File: src/rtl/bsc_defs.svh
`ifndef BSC_DEFS_SVH
`define BSC_DEFS_SVH

// word selector codes carried in the low three bits of every serial word
`define SEL_LSB 0
`define SEL_MSB 2
`define WORD_RX_DIVIDE 3'h0
`define WORD_TX_DIVIDE 3'h1
`define WORD_RX_REFERENCE 3'h2
`define WORD_TX_REFERENCE 3'h3
`define WORD_SYNTH_SETUP 3'h4
`define WORD_TX_MODE_GAIN 3'h5
`define WORD_RX_MODE_POWER 3'h6
`define WORD_CUTOFF 3'h7
`define WORD_RESET 24'h000000

// divider words: main counter and swallow counter
`define M_MSB 20
`define M_LSB 10
`define A_MSB 9
`define A_LSB 3
// reference words
`define REF_MSB 17
`define REF_LSB 3
`define RX_LOCK_INVERT_BIT 18
`define TX_LOCK_INVERT_BIT 19
`define TX_POLARITY_BIT 18
// synthesiser setup word
`define RX_POLARITY_BIT 20
`define TX_PRESCALER_MSB 17
`define TX_PRESCALER_LSB 15
`define RX_PRESCALER_MSB 14
`define RX_PRESCALER_LSB 12
`define RX_TRISTATE_BIT 11
`define TX_TRISTATE_BIT 10
`define TX_PUMP_MSB 9
`define TX_PUMP_LSB 8
`define RX_PUMP_MSB 7
`define RX_PUMP_LSB 6
`define LOCK_SOURCE_BIT 5
// transmit mode and gain word
`define TX_GAIN_MSB 13
`define TX_GAIN_LSB 11
`define CAL_START_BIT 10
`define TX_MODE_MSB 9
`define TX_MODE_LSB 8
`define CAL_RESULT_MSB 6
`define CAL_RESULT_LSB 3
// receive mode and power word
`define POWER_MODE_MSB 17
`define POWER_MODE_LSB 15
`define ATTEN_MANUAL_BIT 12
`define RX_MODE_BIT 11
`define RX_SETTING_MSB 9
`define RX_SETTING_LSB 6
// cutoff word
`define CUTOFF_MSB 23
`define CUTOFF_LSB 16

// pump currents in microamps
`define PUMP_UA_CODE0 9'h1f0
`define PUMP_UA_CODE1 9'h0b0
`define PUMP_UA_CODE2 9'h060
`define PUMP_UA_CODE3 9'h010

// timing
`define CLOCK_PERIOD_PS 5000
`define CAL_TIME_NS 600000
`define CAL_CYCLES (`CAL_TIME_NS * 1000 / `CLOCK_PERIOD_PS)
`define LOCK_COUNT 4

`endif

File: src/rtl/bsc_pkg.sv
package bsc_pkg;
	typedef enum logic [2:0] {
		PWR_DEEP_SLEEP = 3'b000,
		PWR_SLEEP = 3'b100,
		PWR_TX = 3'b010,
		PWR_RX = 3'b110,
		PWR_DUPLEX = 3'b001,
		PWR_ALT = 3'b101,
		PWR_RSSI_ON = 3'b011,
		PWR_RSSI_OFF = 3'b111
	} power_mode_e;

	typedef enum logic [0:0] {
		CAL_IDLE = 1'b0,
		CAL_RUN = 1'b1
	} cal_state_e;

	typedef logic [23:0] word_t;
endpackage

File: src/rtl/serial_shift_in.sv
`timescale 1ns/1ps
module serial_shift_in #(
	parameter int WIDTH = 24
) (
	input wire logic clock_in,
	input wire logic reset_n_in,
	input wire logic sclk_in,
	input wire logic sdata_in,
	input wire logic latch_in,
	output logic [WIDTH-1:0] word_out,
	output logic valid_out
);
	initial begin
		if (WIDTH < 4) $error("serial word too short");
	end

	logic sclk_q, latch_q;
	logic [WIDTH-1:0] shift_q, shift_d, word_d;
	logic valid_d;

	// msb first on serial clock rise; latch rise hands over bits shifted so far
	always_comb begin
		shift_d = shift_q;
		word_d = word_out;
		valid_d = 1'b0;
		if (sclk_in && !sclk_q) begin
			shift_d = {shift_q[WIDTH-2:0], sdata_in};
		end
		if (latch_in && !latch_q) begin
			word_d = shift_q;
			valid_d = 1'b1;
		end
	end

	always_ff @(posedge clock_in or negedge reset_n_in) begin
		if (!reset_n_in) begin
			sclk_q <= 1'b0;
			latch_q <= 1'b0;
			shift_q <= '0;
			word_out <= '0;
			valid_out <= 1'b0;
		end else begin
			sclk_q <= sclk_in;
			latch_q <= latch_in;
			shift_q <= shift_d;
			word_out <= word_d;
			valid_out <= valid_d;
		end
	end
endmodule

File: src/rtl/synth_divider.sv
`timescale 1ns/1ps
module synth_divider #(
	parameter int M_WIDTH = 11,
	parameter int A_WIDTH = 7,
	parameter int REF_WIDTH = 15,
	parameter int LOCK_COUNT = 4
) (
	input wire logic clock_in,
	input wire logic reset_n_in,
	input wire logic vco_in,
	input wire logic [M_WIDTH-1:0] m_in,
	input wire logic [A_WIDTH-1:0] a_in,
	input wire logic [2:0] prescaler_select_in,
	input wire logic [REF_WIDTH-1:0] ref_divide_in,
	input wire logic polarity_in,
	input wire logic tristate_in,
	output logic pump_up_out,
	output logic pump_down_out,
	output logic pump_oe_out,
	output logic lock_out
);
	localparam int TW = M_WIDTH + 8;
	initial begin
		if (A_WIDTH > 7 || LOCK_COUNT < 1 || LOCK_COUNT > 15) $error("bad divider sizing");
	end

	logic vco_q, up_q, dn_q, up_d, dn_d, fb_pulse, ref_pulse;
	logic up_o, dn_o, oe_o, lock_o;
	logic [2:0] shift;
	logic [TW-1:0] ratio, fb_cnt_q, fb_cnt_d;
	logic [REF_WIDTH-1:0] ref_cnt_q, ref_cnt_d;
	logic [1:0] fb_seen_q, fb_seen_d;
	logic [3:0] lock_cnt_q, lock_cnt_d;

	// feedback counts vco edges to M*N+A, the same total as a swallow/main pair
	always_comb begin
		shift = prescaler_select_in[2] ? (3'h4 + {1'b0, prescaler_select_in[1:0]}) :
			3'h3;
		ratio = TW'({8'h00, m_in} << shift) + TW'(a_in);
		fb_cnt_d = fb_cnt_q;
		fb_pulse = 1'b0;
		if (vco_in && !vco_q) begin
			if ({1'b0, fb_cnt_q} + (TW+1)'(1) >= {1'b0, ratio}) begin
				fb_cnt_d = '0;
				fb_pulse = 1'b1;
			end else begin
				fb_cnt_d = fb_cnt_q + TW'(1);
			end
		end
		ref_pulse = 1'b0;
		ref_cnt_d = ref_cnt_q + REF_WIDTH'(1);
		if ({1'b0, ref_cnt_q} + (REF_WIDTH+1)'(1) >= {1'b0, ref_divide_in}) begin
			ref_cnt_d = '0;
			ref_pulse = 1'b1;
		end
		// phase detector: both flags set clears both
		up_d = up_q | ref_pulse;
		dn_d = dn_q | fb_pulse;
		if (up_d && dn_d) begin
			up_d = 1'b0;
			dn_d = 1'b0;
		end
		// lock means one feedback pulse per reference period, several periods running
		fb_seen_d = fb_seen_q;
		if (fb_pulse && fb_seen_q != 2'h3) fb_seen_d = fb_seen_q + 2'h1;
		lock_cnt_d = lock_cnt_q;
		if (ref_pulse) begin
			fb_seen_d = 2'h0;
			if (fb_seen_q + {1'b0, fb_pulse} == 2'h1) begin
				if (lock_cnt_q != 4'(LOCK_COUNT)) lock_cnt_d = lock_cnt_q + 4'h1;
			end else begin
				lock_cnt_d = 4'h0;
			end
		end
		lock_o = (lock_cnt_d == 4'(LOCK_COUNT));
		// polarity swaps the pump directions; tristate releases the pump
		oe_o = !tristate_in;
		up_o = oe_o && (polarity_in ? dn_d : up_d);
		dn_o = oe_o && (polarity_in ? up_d : dn_d);
	end

	always_ff @(posedge clock_in or negedge reset_n_in) begin
		if (!reset_n_in) begin
			vco_q <= 1'b0;
			up_q <= 1'b0;
			dn_q <= 1'b0;
			fb_cnt_q <= '0;
			ref_cnt_q <= '0;
			fb_seen_q <= 2'h0;
			lock_cnt_q <= 4'h0;
			pump_up_out <= 1'b0;
			pump_down_out <= 1'b0;
			pump_oe_out <= 1'b0;
			lock_out <= 1'b0;
		end else begin
			vco_q <= vco_in;
			up_q <= up_d;
			dn_q <= dn_d;
			fb_cnt_q <= fb_cnt_d;
			ref_cnt_q <= ref_cnt_d;
			fb_seen_q <= fb_seen_d;
			lock_cnt_q <= lock_cnt_d;
			pump_up_out <= up_o;
			pump_down_out <= dn_o;
			pump_oe_out <= oe_o;
			lock_out <= lock_o;
		end
	end
endmodule

File: src/rtl/baseband_serial_control_bank.sv
`timescale 1ns/1ps
`include "bsc_defs.svh"

// Summary of operation
// receive mode bit picks baseband or discriminator
// receive setting gives gain and bandwidth
// manual select lets bit 3 force attenuator
// transmit mode selects quadrature or direct FM
// calibrate start runs, stores result, self clears
// controller loads cutoff value before calibrating
// overwritten result needs a fresh calibration
// transmit gain code decodes zero to twelve dB
// synthesiser divides vco by M times N plus A
// swallow count stays below prescaler modulus
// divider words supply M and A fields
// fifteen-bit reference divider per synthesiser
// prescaler select picks modulus eight to 128
// pump current codes give four currents
// polarity inverts pump, tristate releases it
// lock high when locked, invert bits flip
// lock source picks receive or transmit lock
// combined lock is external AND selected lock
// power mode field decodes eight modes
// alternating mode follows the power assert pin
// power commands take effect through the pin
// signal strength on precedes receive modes
// twenty-four bits then latch load one word
// latch stays low except after last bit
// low three bits select the target word
// data sampled on clock rise, msb first
module baseband_serial_control_bank #(
	parameter int CAL_CYCLES = `CAL_CYCLES,
	parameter int LOCK_COUNT = `LOCK_COUNT
) (
	input wire logic CLOCK_IN,
	input wire logic RESET_N_IN,
	input wire logic SERIAL_CLOCK_IN,
	input wire logic SERIAL_DATA_IN,
	input wire logic SERIAL_LATCH_IN,
	input wire logic POWER_ASSERT_PIN_IN,
	input wire logic EXTERNAL_LOCK_INPUT_IN,
	input wire logic RX_VCO_IN,
	input wire logic TX_VCO_IN,
	input wire logic ATTENUATOR_AUTO_IN,
	input wire logic [3:0] CAL_CODE_IN,
	output logic COMBINED_LOCK_OUTPUT_OUT,
	output logic RX_FM_MODE_OUT,
	output logic BASEBAND_RX_POWER_OUT,
	output logic DISCRIMINATOR_POWER_OUT,
	output logic [1:0] RX_GAIN_CODE_OUT,
	output logic RX_NARROW_BAND_OUT,
	output logic ATTENUATOR_ENABLE_OUT,
	output logic TX_FM_MODE_OUT,
	output logic [3:0] TX_GAIN_DB_OUT,
	output logic CAL_RUNNING_OUT,
	output logic [7:0] CAL_CUTOFF_OUT,
	output logic RX_POWER_OUT,
	output logic TX_POWER_OUT,
	output logic REFERENCE_POWER_OUT,
	output logic RSSI_POWER_OUT,
	output logic [8:0] RX_PUMP_CURRENT_UA_OUT,
	output logic [8:0] TX_PUMP_CURRENT_UA_OUT,
	output logic RX_PUMP_UP_OUT,
	output logic RX_PUMP_DOWN_OUT,
	output logic RX_PUMP_OE_OUT,
	output logic TX_PUMP_UP_OUT,
	output logic TX_PUMP_DOWN_OUT,
	output logic TX_PUMP_OE_OUT
);
	localparam int CW = $clog2(CAL_CYCLES);
	initial begin
		if (CAL_CYCLES < 2) $error("calibration time too short");
	end

	bsc_pkg::word_t word_q [8];
	bsc_pkg::word_t word_d [8];
	bsc_pkg::word_t shift_word;
	logic word_valid, rx_lock, tx_lock;
	logic [2:0] sel;

	// serial front end: msb-first shift, latch edge delivers one word
	serial_shift_in #(.WIDTH(24)) u_shift (
		.clock_in(CLOCK_IN),
		.reset_n_in(RESET_N_IN),
		.sclk_in(SERIAL_CLOCK_IN),
		.sdata_in(SERIAL_DATA_IN),
		.latch_in(SERIAL_LATCH_IN),
		.word_out(shift_word),
		.valid_out(word_valid)
	);

	assign sel = shift_word[`SEL_MSB:`SEL_LSB];

	// calibration sequencer
	bsc_pkg::cal_state_e cal_state_q, cal_state_d;
	logic [CW-1:0] cal_cnt_q, cal_cnt_d;
	logic cal_done, cal_start;

	always_comb begin
		cal_state_d = cal_state_q;
		cal_cnt_d = cal_cnt_q;
		cal_done = 1'b0;
		cal_start = word_valid && sel == `WORD_TX_MODE_GAIN && shift_word[`CAL_START_BIT];
		case (cal_state_q)
			bsc_pkg::CAL_IDLE: begin
				if (cal_start) begin
					cal_state_d = bsc_pkg::CAL_RUN;
					cal_cnt_d = '0;
				end
			end
			bsc_pkg::CAL_RUN: begin
				if (cal_start) begin
					cal_cnt_d = '0; // a fresh start restarts the timer
				end else if (cal_cnt_q == CW'(CAL_CYCLES - 1)) begin
					cal_state_d = bsc_pkg::CAL_IDLE;
					cal_done = 1'b1;
				end else begin
					cal_cnt_d = cal_cnt_q + CW'(1);
				end
			end
			default: cal_state_d = bsc_pkg::CAL_IDLE;
		endcase
	end

	always_ff @(posedge CLOCK_IN or negedge RESET_N_IN) begin
		if (!RESET_N_IN) begin
			cal_state_q <= bsc_pkg::CAL_IDLE;
			cal_cnt_q <= '0;
		end else begin
			cal_state_q <= cal_state_d;
			cal_cnt_q <= cal_cnt_d;
		end
	end

	// word bank: a serial write in the same cycle beats the calibration update,
	// so nothing the controller loaded is silently lost
	always_comb begin
		for (int i = 0; i < 8; i++) begin
			word_d[i] = word_q[i];
		end
		if (cal_done) begin
			word_d[`WORD_TX_MODE_GAIN][`CAL_RESULT_MSB:`CAL_RESULT_LSB] = CAL_CODE_IN;
			word_d[`WORD_TX_MODE_GAIN][`CAL_START_BIT] = 1'b0;
		end
		if (word_valid) begin
			word_d[sel] = shift_word;
		end
	end

	always_ff @(posedge CLOCK_IN or negedge RESET_N_IN) begin
		if (!RESET_N_IN) begin
			for (int i = 0; i < 8; i++) begin
				word_q[i] <= `WORD_RESET;
			end
		end else begin
			for (int i = 0; i < 8; i++) begin
				word_q[i] <= word_d[i];
			end
		end
	end

	// power commit: pending code applies on the assert pin's rise, the
	// alternating code applies while the pin is low
	bsc_pkg::power_mode_e pending_mode, power_mode_q, power_mode_d;
	logic pca_q, rssi_en_q, rssi_en_d;

	always_comb begin
		pending_mode = bsc_pkg::power_mode_e'(word_q[`WORD_RX_MODE_POWER][`POWER_MODE_MSB:`POWER_MODE_LSB]);
		power_mode_d = power_mode_q;
		rssi_en_d = rssi_en_q;
		if (pending_mode == bsc_pkg::PWR_ALT) begin
			if (!POWER_ASSERT_PIN_IN) power_mode_d = bsc_pkg::PWR_ALT;
		end else if (POWER_ASSERT_PIN_IN && !pca_q) begin
			case (pending_mode)
				bsc_pkg::PWR_RSSI_ON: rssi_en_d = 1'b1;
				bsc_pkg::PWR_RSSI_OFF: rssi_en_d = 1'b0;
				default: power_mode_d = pending_mode;
			endcase
		end
	end

	always_ff @(posedge CLOCK_IN or negedge RESET_N_IN) begin
		if (!RESET_N_IN) begin
			pca_q <= 1'b1; // pin idles high, so no false rise follows reset
			power_mode_q <= bsc_pkg::PWR_DEEP_SLEEP;
			rssi_en_q <= 1'b0;
		end else begin
			pca_q <= POWER_ASSERT_PIN_IN;
			power_mode_q <= power_mode_d;
			rssi_en_q <= rssi_en_d;
		end
	end

	// the two synthesisers share one design
	synth_divider #(.LOCK_COUNT(LOCK_COUNT)) u_rx_synth (
		.clock_in(CLOCK_IN),
		.reset_n_in(RESET_N_IN),
		.vco_in(RX_VCO_IN),
		.m_in(word_q[`WORD_RX_DIVIDE][`M_MSB:`M_LSB]),
		.a_in(word_q[`WORD_RX_DIVIDE][`A_MSB:`A_LSB]),
		.prescaler_select_in(word_q[`WORD_SYNTH_SETUP][`RX_PRESCALER_MSB:`RX_PRESCALER_LSB]),
		.ref_divide_in(word_q[`WORD_RX_REFERENCE][`REF_MSB:`REF_LSB]),
		.polarity_in(word_q[`WORD_SYNTH_SETUP][`RX_POLARITY_BIT]),
		.tristate_in(word_q[`WORD_SYNTH_SETUP][`RX_TRISTATE_BIT]),
		.pump_up_out(RX_PUMP_UP_OUT),
		.pump_down_out(RX_PUMP_DOWN_OUT),
		.pump_oe_out(RX_PUMP_OE_OUT),
		.lock_out(rx_lock)
	);

	synth_divider #(.LOCK_COUNT(LOCK_COUNT)) u_tx_synth (
		.clock_in(CLOCK_IN),
		.reset_n_in(RESET_N_IN),
		.vco_in(TX_VCO_IN),
		.m_in(word_q[`WORD_TX_DIVIDE][`M_MSB:`M_LSB]),
		.a_in(word_q[`WORD_TX_DIVIDE][`A_MSB:`A_LSB]),
		.prescaler_select_in(word_q[`WORD_SYNTH_SETUP][`TX_PRESCALER_MSB:`TX_PRESCALER_LSB]),
		.ref_divide_in(word_q[`WORD_TX_REFERENCE][`REF_MSB:`REF_LSB]),
		.polarity_in(word_q[`WORD_TX_REFERENCE][`TX_POLARITY_BIT]),
		.tristate_in(word_q[`WORD_SYNTH_SETUP][`TX_TRISTATE_BIT]),
		.pump_up_out(TX_PUMP_UP_OUT),
		.pump_down_out(TX_PUMP_DOWN_OUT),
		.pump_oe_out(TX_PUMP_OE_OUT),
		.lock_out(tx_lock)
	);

	function automatic logic [8:0] pump_ua(input logic [1:0] code);
		case (code)
			2'h0: pump_ua = `PUMP_UA_CODE0;
			2'h1: pump_ua = `PUMP_UA_CODE1;
			2'h2: pump_ua = `PUMP_UA_CODE2;
			default: pump_ua = `PUMP_UA_CODE3;
		endcase
	endfunction

	// decoded control outputs, all registered
	bsc_pkg::word_t w5, w6, w7;
	logic sel_lock, rx_on, tx_on, ref_on;
	logic [3:0] gain_db;

	always_comb begin
		w5 = word_q[`WORD_SYNTH_SETUP];
		w6 = word_q[`WORD_TX_MODE_GAIN];
		w7 = word_q[`WORD_RX_MODE_POWER];
		sel_lock = w5[`LOCK_SOURCE_BIT] ?
			(tx_lock ^ word_q[`WORD_RX_REFERENCE][`TX_LOCK_INVERT_BIT]) :
			(rx_lock ^ word_q[`WORD_RX_REFERENCE][`RX_LOCK_INVERT_BIT]);
		case (w6[`TX_GAIN_MSB:`TX_GAIN_LSB])
			3'b000: gain_db = 4'h3;
			3'b010: gain_db = 4'h6;
			3'b100: gain_db = 4'h9;
			3'b110: gain_db = 4'hc;
			default: gain_db = 4'h0; // low bit set means 0 dB
		endcase
		rx_on = 1'b0;
		tx_on = 1'b0;
		ref_on = 1'b1;
		case (power_mode_q)
			bsc_pkg::PWR_DEEP_SLEEP: ref_on = 1'b0;
			bsc_pkg::PWR_TX: tx_on = 1'b1;
			bsc_pkg::PWR_RX: rx_on = 1'b1;
			bsc_pkg::PWR_DUPLEX: begin
				rx_on = 1'b1;
				tx_on = 1'b1;
			end
			bsc_pkg::PWR_ALT: begin
				rx_on = !POWER_ASSERT_PIN_IN;
				tx_on = POWER_ASSERT_PIN_IN;
			end
			default: ref_on = 1'b1;
		endcase
	end

	always_ff @(posedge CLOCK_IN or negedge RESET_N_IN) begin
		if (!RESET_N_IN) begin
			COMBINED_LOCK_OUTPUT_OUT <= 1'b0;
			RX_FM_MODE_OUT <= 1'b0;
			BASEBAND_RX_POWER_OUT <= 1'b0;
			DISCRIMINATOR_POWER_OUT <= 1'b0;
			RX_GAIN_CODE_OUT <= 2'h0;
			RX_NARROW_BAND_OUT <= 1'b0;
			ATTENUATOR_ENABLE_OUT <= 1'b0;
			TX_FM_MODE_OUT <= 1'b0;
			TX_GAIN_DB_OUT <= 4'h0;
			CAL_RUNNING_OUT <= 1'b0;
			CAL_CUTOFF_OUT <= 8'h00;
			RX_POWER_OUT <= 1'b0;
			TX_POWER_OUT <= 1'b0;
			REFERENCE_POWER_OUT <= 1'b0;
			RSSI_POWER_OUT <= 1'b0;
			RX_PUMP_CURRENT_UA_OUT <= 9'h000;
			TX_PUMP_CURRENT_UA_OUT <= 9'h000;
		end else begin
			COMBINED_LOCK_OUTPUT_OUT <= EXTERNAL_LOCK_INPUT_IN && sel_lock;
			RX_FM_MODE_OUT <= w7[`RX_MODE_BIT];
			BASEBAND_RX_POWER_OUT <= rx_on && !w7[`RX_MODE_BIT];
			DISCRIMINATOR_POWER_OUT <= rx_on && w7[`RX_MODE_BIT];
			RX_GAIN_CODE_OUT <= w7[`RX_SETTING_LSB+1:`RX_SETTING_LSB];
			RX_NARROW_BAND_OUT <= w7[`RX_SETTING_LSB+2];
			// manual: setting bit 3 at 0 enables; else the level comparator decides
			ATTENUATOR_ENABLE_OUT <= w7[`ATTEN_MANUAL_BIT] ?
				!w7[`RX_SETTING_MSB] : ATTENUATOR_AUTO_IN;
			TX_FM_MODE_OUT <= w6[`TX_MODE_MSB] && !w6[`TX_MODE_LSB];
			TX_GAIN_DB_OUT <= gain_db;
			CAL_RUNNING_OUT <= cal_state_d == bsc_pkg::CAL_RUN;
			CAL_CUTOFF_OUT <= word_q[`WORD_CUTOFF][`CUTOFF_MSB:`CUTOFF_LSB];
			RX_POWER_OUT <= rx_on;
			TX_POWER_OUT <= tx_on;
			REFERENCE_POWER_OUT <= ref_on;
			RSSI_POWER_OUT <= rx_on && rssi_en_q;
			RX_PUMP_CURRENT_UA_OUT <= pump_ua(w5[`RX_PUMP_MSB:`RX_PUMP_LSB]);
			TX_PUMP_CURRENT_UA_OUT <= pump_ua(w5[`TX_PUMP_MSB:`TX_PUMP_LSB]);
		end
	end
endmodule

File: config.mk
export PLATFORM = sky130hd
export DESIGN_NAME = baseband_serial_control_bank
export DESIGN_NICKNAME = d
export VERILOG_FILES = /design/src/rtl/bsc_pkg.sv /design/src/rtl/serial_shift_in.sv /design/src/rtl/synth_divider.sv /design/src/rtl/baseband_serial_control_bank.sv
export VERILOG_INCLUDE_DIRS = /design/src /design/src/rtl
export SDC_FILE = /design/constraint.sdc
export NUM_CORES = 1
export LEC_CHECK = 0
export BUFFER_PORTS_ARGS = -buffer_cell sky130_fd_sc_hd__buf_2
export CORE_MARGIN = 5
export CORE_UTILIZATION = 30
export DETAILED_ROUTE_END_ITERATION = 10
export SKIP_CTS_REPAIR_TIMING = 1
export SYNTH_ARGS = -nofsm -noshare
export SYNTH_HDL_FRONTEND = slang
export SYNTH_HIERARCHICAL = 1
export SYNTH_SLANG_ARGS = --single-unit
File: constraint.sdc
create_clock -name CLOCK_IN -period 16.3 [get_ports CLOCK_IN]
set_input_delay 3.26 -clock CLOCK_IN [delete_from_list [all_inputs] [get_ports CLOCK_IN]]
set_output_delay 3.26 -clock CLOCK_IN [all_outputs]
set_load 0.005 [all_outputs]
# After elaboration in Yosys (flattened, before gate mapping)
# Cells that the tools add are included.
# classes
mux	61
n_reduce_logical	46
bitwise	9
div	0
n_addsub	19
n_eq_ne	28
magnitude_cmp	6
multipliers	0
shifts	2
# ops
cell	n
$bwmux W192	1
$demux W24 S3	1
$mux W59	1
$pmux W9 S3	2
$mux W17	3
$add A19 B1 Y20 const B	2
$ge A20 B19 Y1	2
$add A19 B1 Y19 const B	2
$add A19 B7 Y19	2
$mux W19	2
$shl A11 B3 Y19	2
$pmux W17 S2	1
$add A15 B1 Y16 const B	2
$ge A16 B15 Y1	2
$add A15 B1 Y15 const B	2
$mux W15	2
$mux W4	7
$mux W1	25
$mux W24	1
$eq A3 B3 Y1 const B	7
$logic_and A1 B1 Y1	21
$mux W3	6
$add A17 B1 Y17 const B	1
$eq A17 B17 Y1 const B	1
29 further kinds	73
# word_totals
elab_cells	228
mem_count	0
output_inout_bits	50
rom_bits	0
ram_bits	0
regBits	403
latch_bits	0

# Longest topological paths before layout
# logic_depth
ltp_word	12
mapped_depth	26

# Modules after synthesis
# Netlist, hierarchy kept.
# modules_own_cells
mod	area_per_inst_um2	instances	cells_per_inst
baseband_serial_control_bank	6353.6	1	454
synth_divider (u_rx_synth)	4336.7	1	506
synth_divider (u_tx_synth)	4282.9	1	510
serial_shift_in	2093.3	1	107

# Worst setup path before layout
# No wires, ideal clock.
# synth_path
path_kind	in2reg
startpoint	input RX_VCO_IN
endpoint	register u_rx_synth.lock_cnt_q[0]
stages	9
t_required_ns	16.218
slack_ns	11.144
setup_time_ns	0.082
arrival_ns	5.074
path_buffers	2
cell_sequence	nand2b_1 clkbuf_1 clkbuf_1 a21oi_1 ha_1 xnor2_1 and2_0 or3b_2 o22ai_1
# synth_via
elab_chain_len	6
# synth_lines
element	line	text
start, declared	baseband_serial_control_bank.sv:42	input wire logic RX_VCO_IN,
$logic_and A1 B1 Y1	synth_divider.sv:42	if (vco_in && !vco_q) begin
$mux W1	synth_divider.sv:42	
$add A2 B1 Y2	synth_divider.sv:69	if (fb_seen_q + {1'b0, fb_pulse} == 2'h1) begin
$eq A2 B1 Y1	synth_divider.sv:69	
$mux W4	synth_divider.sv:69	
$mux W4	synth_divider.sv:67	if (ref_pulse) begin
via u_rx_synth.lock_cnt_d[0]	synth_divider.sv:33	logic [3:0] lock_cnt_q, lock_cnt_d;
end signal, assigned	synth_divider.sv:102	lock_cnt_q <= lock_cnt_d;
end, declared	synth_divider.sv:33	
# The timed path passes the listed nets, and every way through them passes these cells.
# A chain may end at the register's enable or synchronous reset.

# Final worst setup path
# layout_path
startpoint	register word_q (netlist bit w5[17])
endpoint	register u_tx_synth.lock_out
# layout_via
elab_chain_len	11
# layout_lines
element	line	text
start, declared	baseband_serial_control_bank.sv:75	bsc_pkg::word_t word_q [8];
start signal, assigned by index	baseband_serial_control_bank.sv:153	word_q[i] <= `WORD_RESET;
start signal, assigned by index	baseband_serial_control_bank.sv:157	word_q[i] <= word_d[i];
$mux W3	synth_divider.sv:37	shift = prescaler_select_in[2] ? (3'h4 + {1'b0, prescaler_select_in[1:0]}) :
$shl A11 B3 Y19	synth_divider.sv:39	ratio = TW'({8'h00, m_in} << shift) + TW'(a_in);
$add A19 B7 Y19	synth_divider.sv:39	
$ge A20 B19 Y1	synth_divider.sv:43	if ({1'b0, fb_cnt_q} + (TW+1)'(1) >= {1'b0, ratio}) begin
$mux W1	synth_divider.sv:43	
$mux W1	synth_divider.sv:42	
$add A2 B1 Y2	synth_divider.sv:69	
$eq A2 B1 Y1	synth_divider.sv:69	
$mux W4	synth_divider.sv:69	
$mux W4	synth_divider.sv:67	
$eq A4 B3 Y1	synth_divider.sv:75	lock_o = (lock_cnt_d == 4'(LOCK_COUNT));
via u_tx_synth.lock_o	synth_divider.sv:28	logic up_o, dn_o, oe_o, lock_o;
end signal, assigned	synth_divider.sv:106	lock_out <= lock_o;
end, declared	synth_divider.sv:20	output logic lock_out
# The timed path passes the listed nets, and every way through them passes these cells.

==> impl_metrics.toml <==
[drt]
detail_route.wl_per_cell_um = 15.5
drt_iter0_markers = 646
drc = 0
firstDrtPassIters = 5
routed_wl_um = 37500
vias = 11800
vias_per_cell = 4.91
antenna_left = 0

[synth]
synth_area_sq_um = 17100
synth_cells = 1577
synth_top_area_frac = 0.450
synth_common_cells = "307 x dfrtp_1, 164 x nand2_1, 93 x ha_1"
yosysMostFrequentCell = "dfrtp_1"
ys_ff_latch = 308
ys.flop_type = "dfrtp_1"
yosysSeqAreaShare = 0.452
synth_area_leaders = "dfrtp_1 45%, ha_1 6.8%, mux2_2 5.9%, nand2_1 3.6%, mux2_4 3.4%"
postSynthAreaPerCell_sq_um = 10.8
synth_edf_count = 0
async_flop_share = 1.00
synth_cell_type_count = 95
yosysWarnings = 6
synth_area_leader_cell = "dfrtp_1"

[layout]
nNetsFinal = 1738
syn_to_final_growth_pct = 13.4
multi_input_area_sq_um = 8750
antennaDiodeCount = 0
drive_above_1_share = 0.174
fillers = 5650
regArea_sq_um = 7710

[timing]
worst_pin_slew_ns = 1.01
max_freq_mhz = 164
drv_slew = 0
final.setup.tns_ns = 0
finalSetupViolCount = 0
slew_headroom = 0.321
rsz0062_at_grt = "false"
hold_viol = 0
finClkSkew_ns = 0.0148
layout_worst_path_cycle_share = 0.373
fin_crit_ns = 6.09

[critical_path]
crit_fanout = 20
crit_path_start_kind = "flip-flop"
worstSetupEndpointType = "flip-flop"
critPathArrivalTime_ns = 6.54
required_ns = 16.76
crit_type = "flip-flop to flip-flop"

[clock_network]
clkSinkCount = 308
clk_latency_ns = 0.55
cts-root-buf = "clkbuf_16"
clkSlewWorstSetupHoldPaths_ns = 0.06
cts_tree = "done"
cts.path.max_buffers = 3
htreeDepth = 2
cts_made_buffers = 37

[global_route]
grt_util_all_layers = 0.120
grt_start_max_net_pins = 123
antenna_found_initial = 1
gr-total-overflow = 0
grt_pass1_wl_um = 62300
first_global_vias = 11800

[placement]
place.gp.congestion = 0.822
port_buffers = 51
dp_hpwl_um = 25900

[floorplanning]
io_pins = 64
die_w_um = 249
dieArea_sq_um = 61800
rows = 87
core-area_sq_um = 56400
start_util = 0.303
die_h_um = 249

[power]
power_uw = 2830
vdd_drop_max_mv = 0.0729
power.density_nw_per_um2 = 146
p_leak_uw = 0.00891

[worst_hold_path]
hold_path.class = "flip-flop to flip-flop"

[flow_run]
maxCapViolCount = 0

[run_status]
status = "completed"
cells in the final DEF, fill, tap and decap left out, types with 9 or more instances in the layout:
cell	synthesis	routed
nand2b_1	13	13
a31oi_1	10	10
a21oi_1	52	52
dfrtp_1	307	307
nor2b_1	30	30
nand3_1	60	60
a21o_1	9	9
and4_1	10	10
mux2_4	39	39
buf_2	10	50
a211oi_1	9	9
o21ai_0	70	70
xor2_1	48	48
or3_1	12	12
mux2_2	90	90
and2_1	27	27
nor3_1	16	16
mux2i_1	39	39
nand2_1	164	164
conb_1	3	16
nand4_1	30	30
ha_1	93	93
nor4_1	9	9
clkbuf_16	0	38
mux2_1	21	21
and3_1	25	25
o31ai_1	10	10
xnor2_1	52	52
inv_1	69	69
nor2_1	77	77
state kept, by name, summed over array words and instances (netlist names), 8 cells and up:
name,count
w5,14
u_shift/word_out,24
CAL_CUTOFF_OUT,8
word_q,77
cal_cnt_q,17
u_rx_synth/ref_cnt_q,15
u_rx_synth/fb_cnt_q,19
u_tx_synth/fb_cnt_q,19
u_shift/shift_q,24
u_tx_synth/ref_cnt_q,15
w7,9
layer usage:
metal  routed length (um)  vias up  GRT usage  part of all wire
met1                18200     5886      0.168              0.49
met3                 1520       55     0.0217             0.040
met4                  814        0     0.0370             0.022
met5                    0        -          0                 0
met2                17000      215      0.189              0.45
li1                     -     5683          -                 -
power by group:
group / internal (uW) / switching, uW / leakage (uW) / total (uW)
logic: 353 / 457 / 0.00418 / 809
registers: 916 / 188 / 0.00409 / 1100
clock network: 574 / 346 / 0.000647 / 919
metrics by stage:
step | util | worst slack, ns | hold slack [ns] | cell area, sq um | cells
2_1_floorplan | - | 11.14 | 0.349 | 17100 | 1590
3_3_place_gp | 0.319 | 10.36 | 0.356 | 18000 | 2346
3_5_place_dp | 0.319 | 10.25 | 0.357 | 18000 | 2346
4_1_cts | 0.343 | 10.22 | 0.363 | 19400 | 2413
5_1_grt | 0.343 | 9.81 | 0.375 | 19400 | 2413
6_report | 0.343 | 10.21 | 0.362 | 19400 | 2413
worst max-delay path, stage by stage, from the launching register on:
cell	delay, ns
dfrtp_1	0.78
inv_1	0.27
a32o_1	0.30
ha_1	0.34
nand2_1	0.06
o21ai_0	0.11
o221ai_1	0.29
or3_1	0.57
or4_1	0.43
a31oi_1	0.20
ha_1	0.27
nand4_1	0.12
nor2_1	0.05
a221oi_1	0.30
o211a_1	0.53
a21oi_1	0.16
ha_1	0.23
xnor2_1	0.21
nand2_1	0.10
nor4_1	0.29
mux2i_1	0.15
a211oi_1	0.23
path summary, 6_finish.rpt:
check	slack (ns)	to	from	cells after the start
hold / removal	0.36	CAL_CUTOFF_OUT[4]	word_q[20]	0
setup reg to reg	10.21	u_tx_synth/lock_out	w5[17]	21
setup / recovery	10.21	u_tx_synth/lock_out	w5[17]	21
hold reg to reg	0.36	CAL_CUTOFF_OUT[4]	word_q[20]	0
min in group asynchronous	2.78	u_rx_synth/fb_cnt_q[2]	RESET_N_IN	1
max in group asynchronous	11.43	word_q[16]	RESET_N_IN	3
final cells by class:
type                    count  share of cell area
repair buffers             59              0.0168
clock inverters            21              0.0183
multi-input cells        1153               0.452
inverters                  70              0.0136
clock buffers              46              0.0522
well taps                 756              0.0489
flip-flops and latches    308               0.398
cells by family after synthesis:
group | Yosys count | synth area share
other | 3 | 0.000660
AND/OR/NAND/NOR | 517 | 0.163
XOR/XNOR | 100 | 0.0513
multiplexers | 194 | 0.137
AO/OA/AOI/OAI | 231 | 0.0875
buffers and inverters | 129 | 0.0389
adder cells (fa/ha/maj) | 95 | 0.0705
flip-flops | 308 | 0.452
Power figures use the tool's default switching activity.
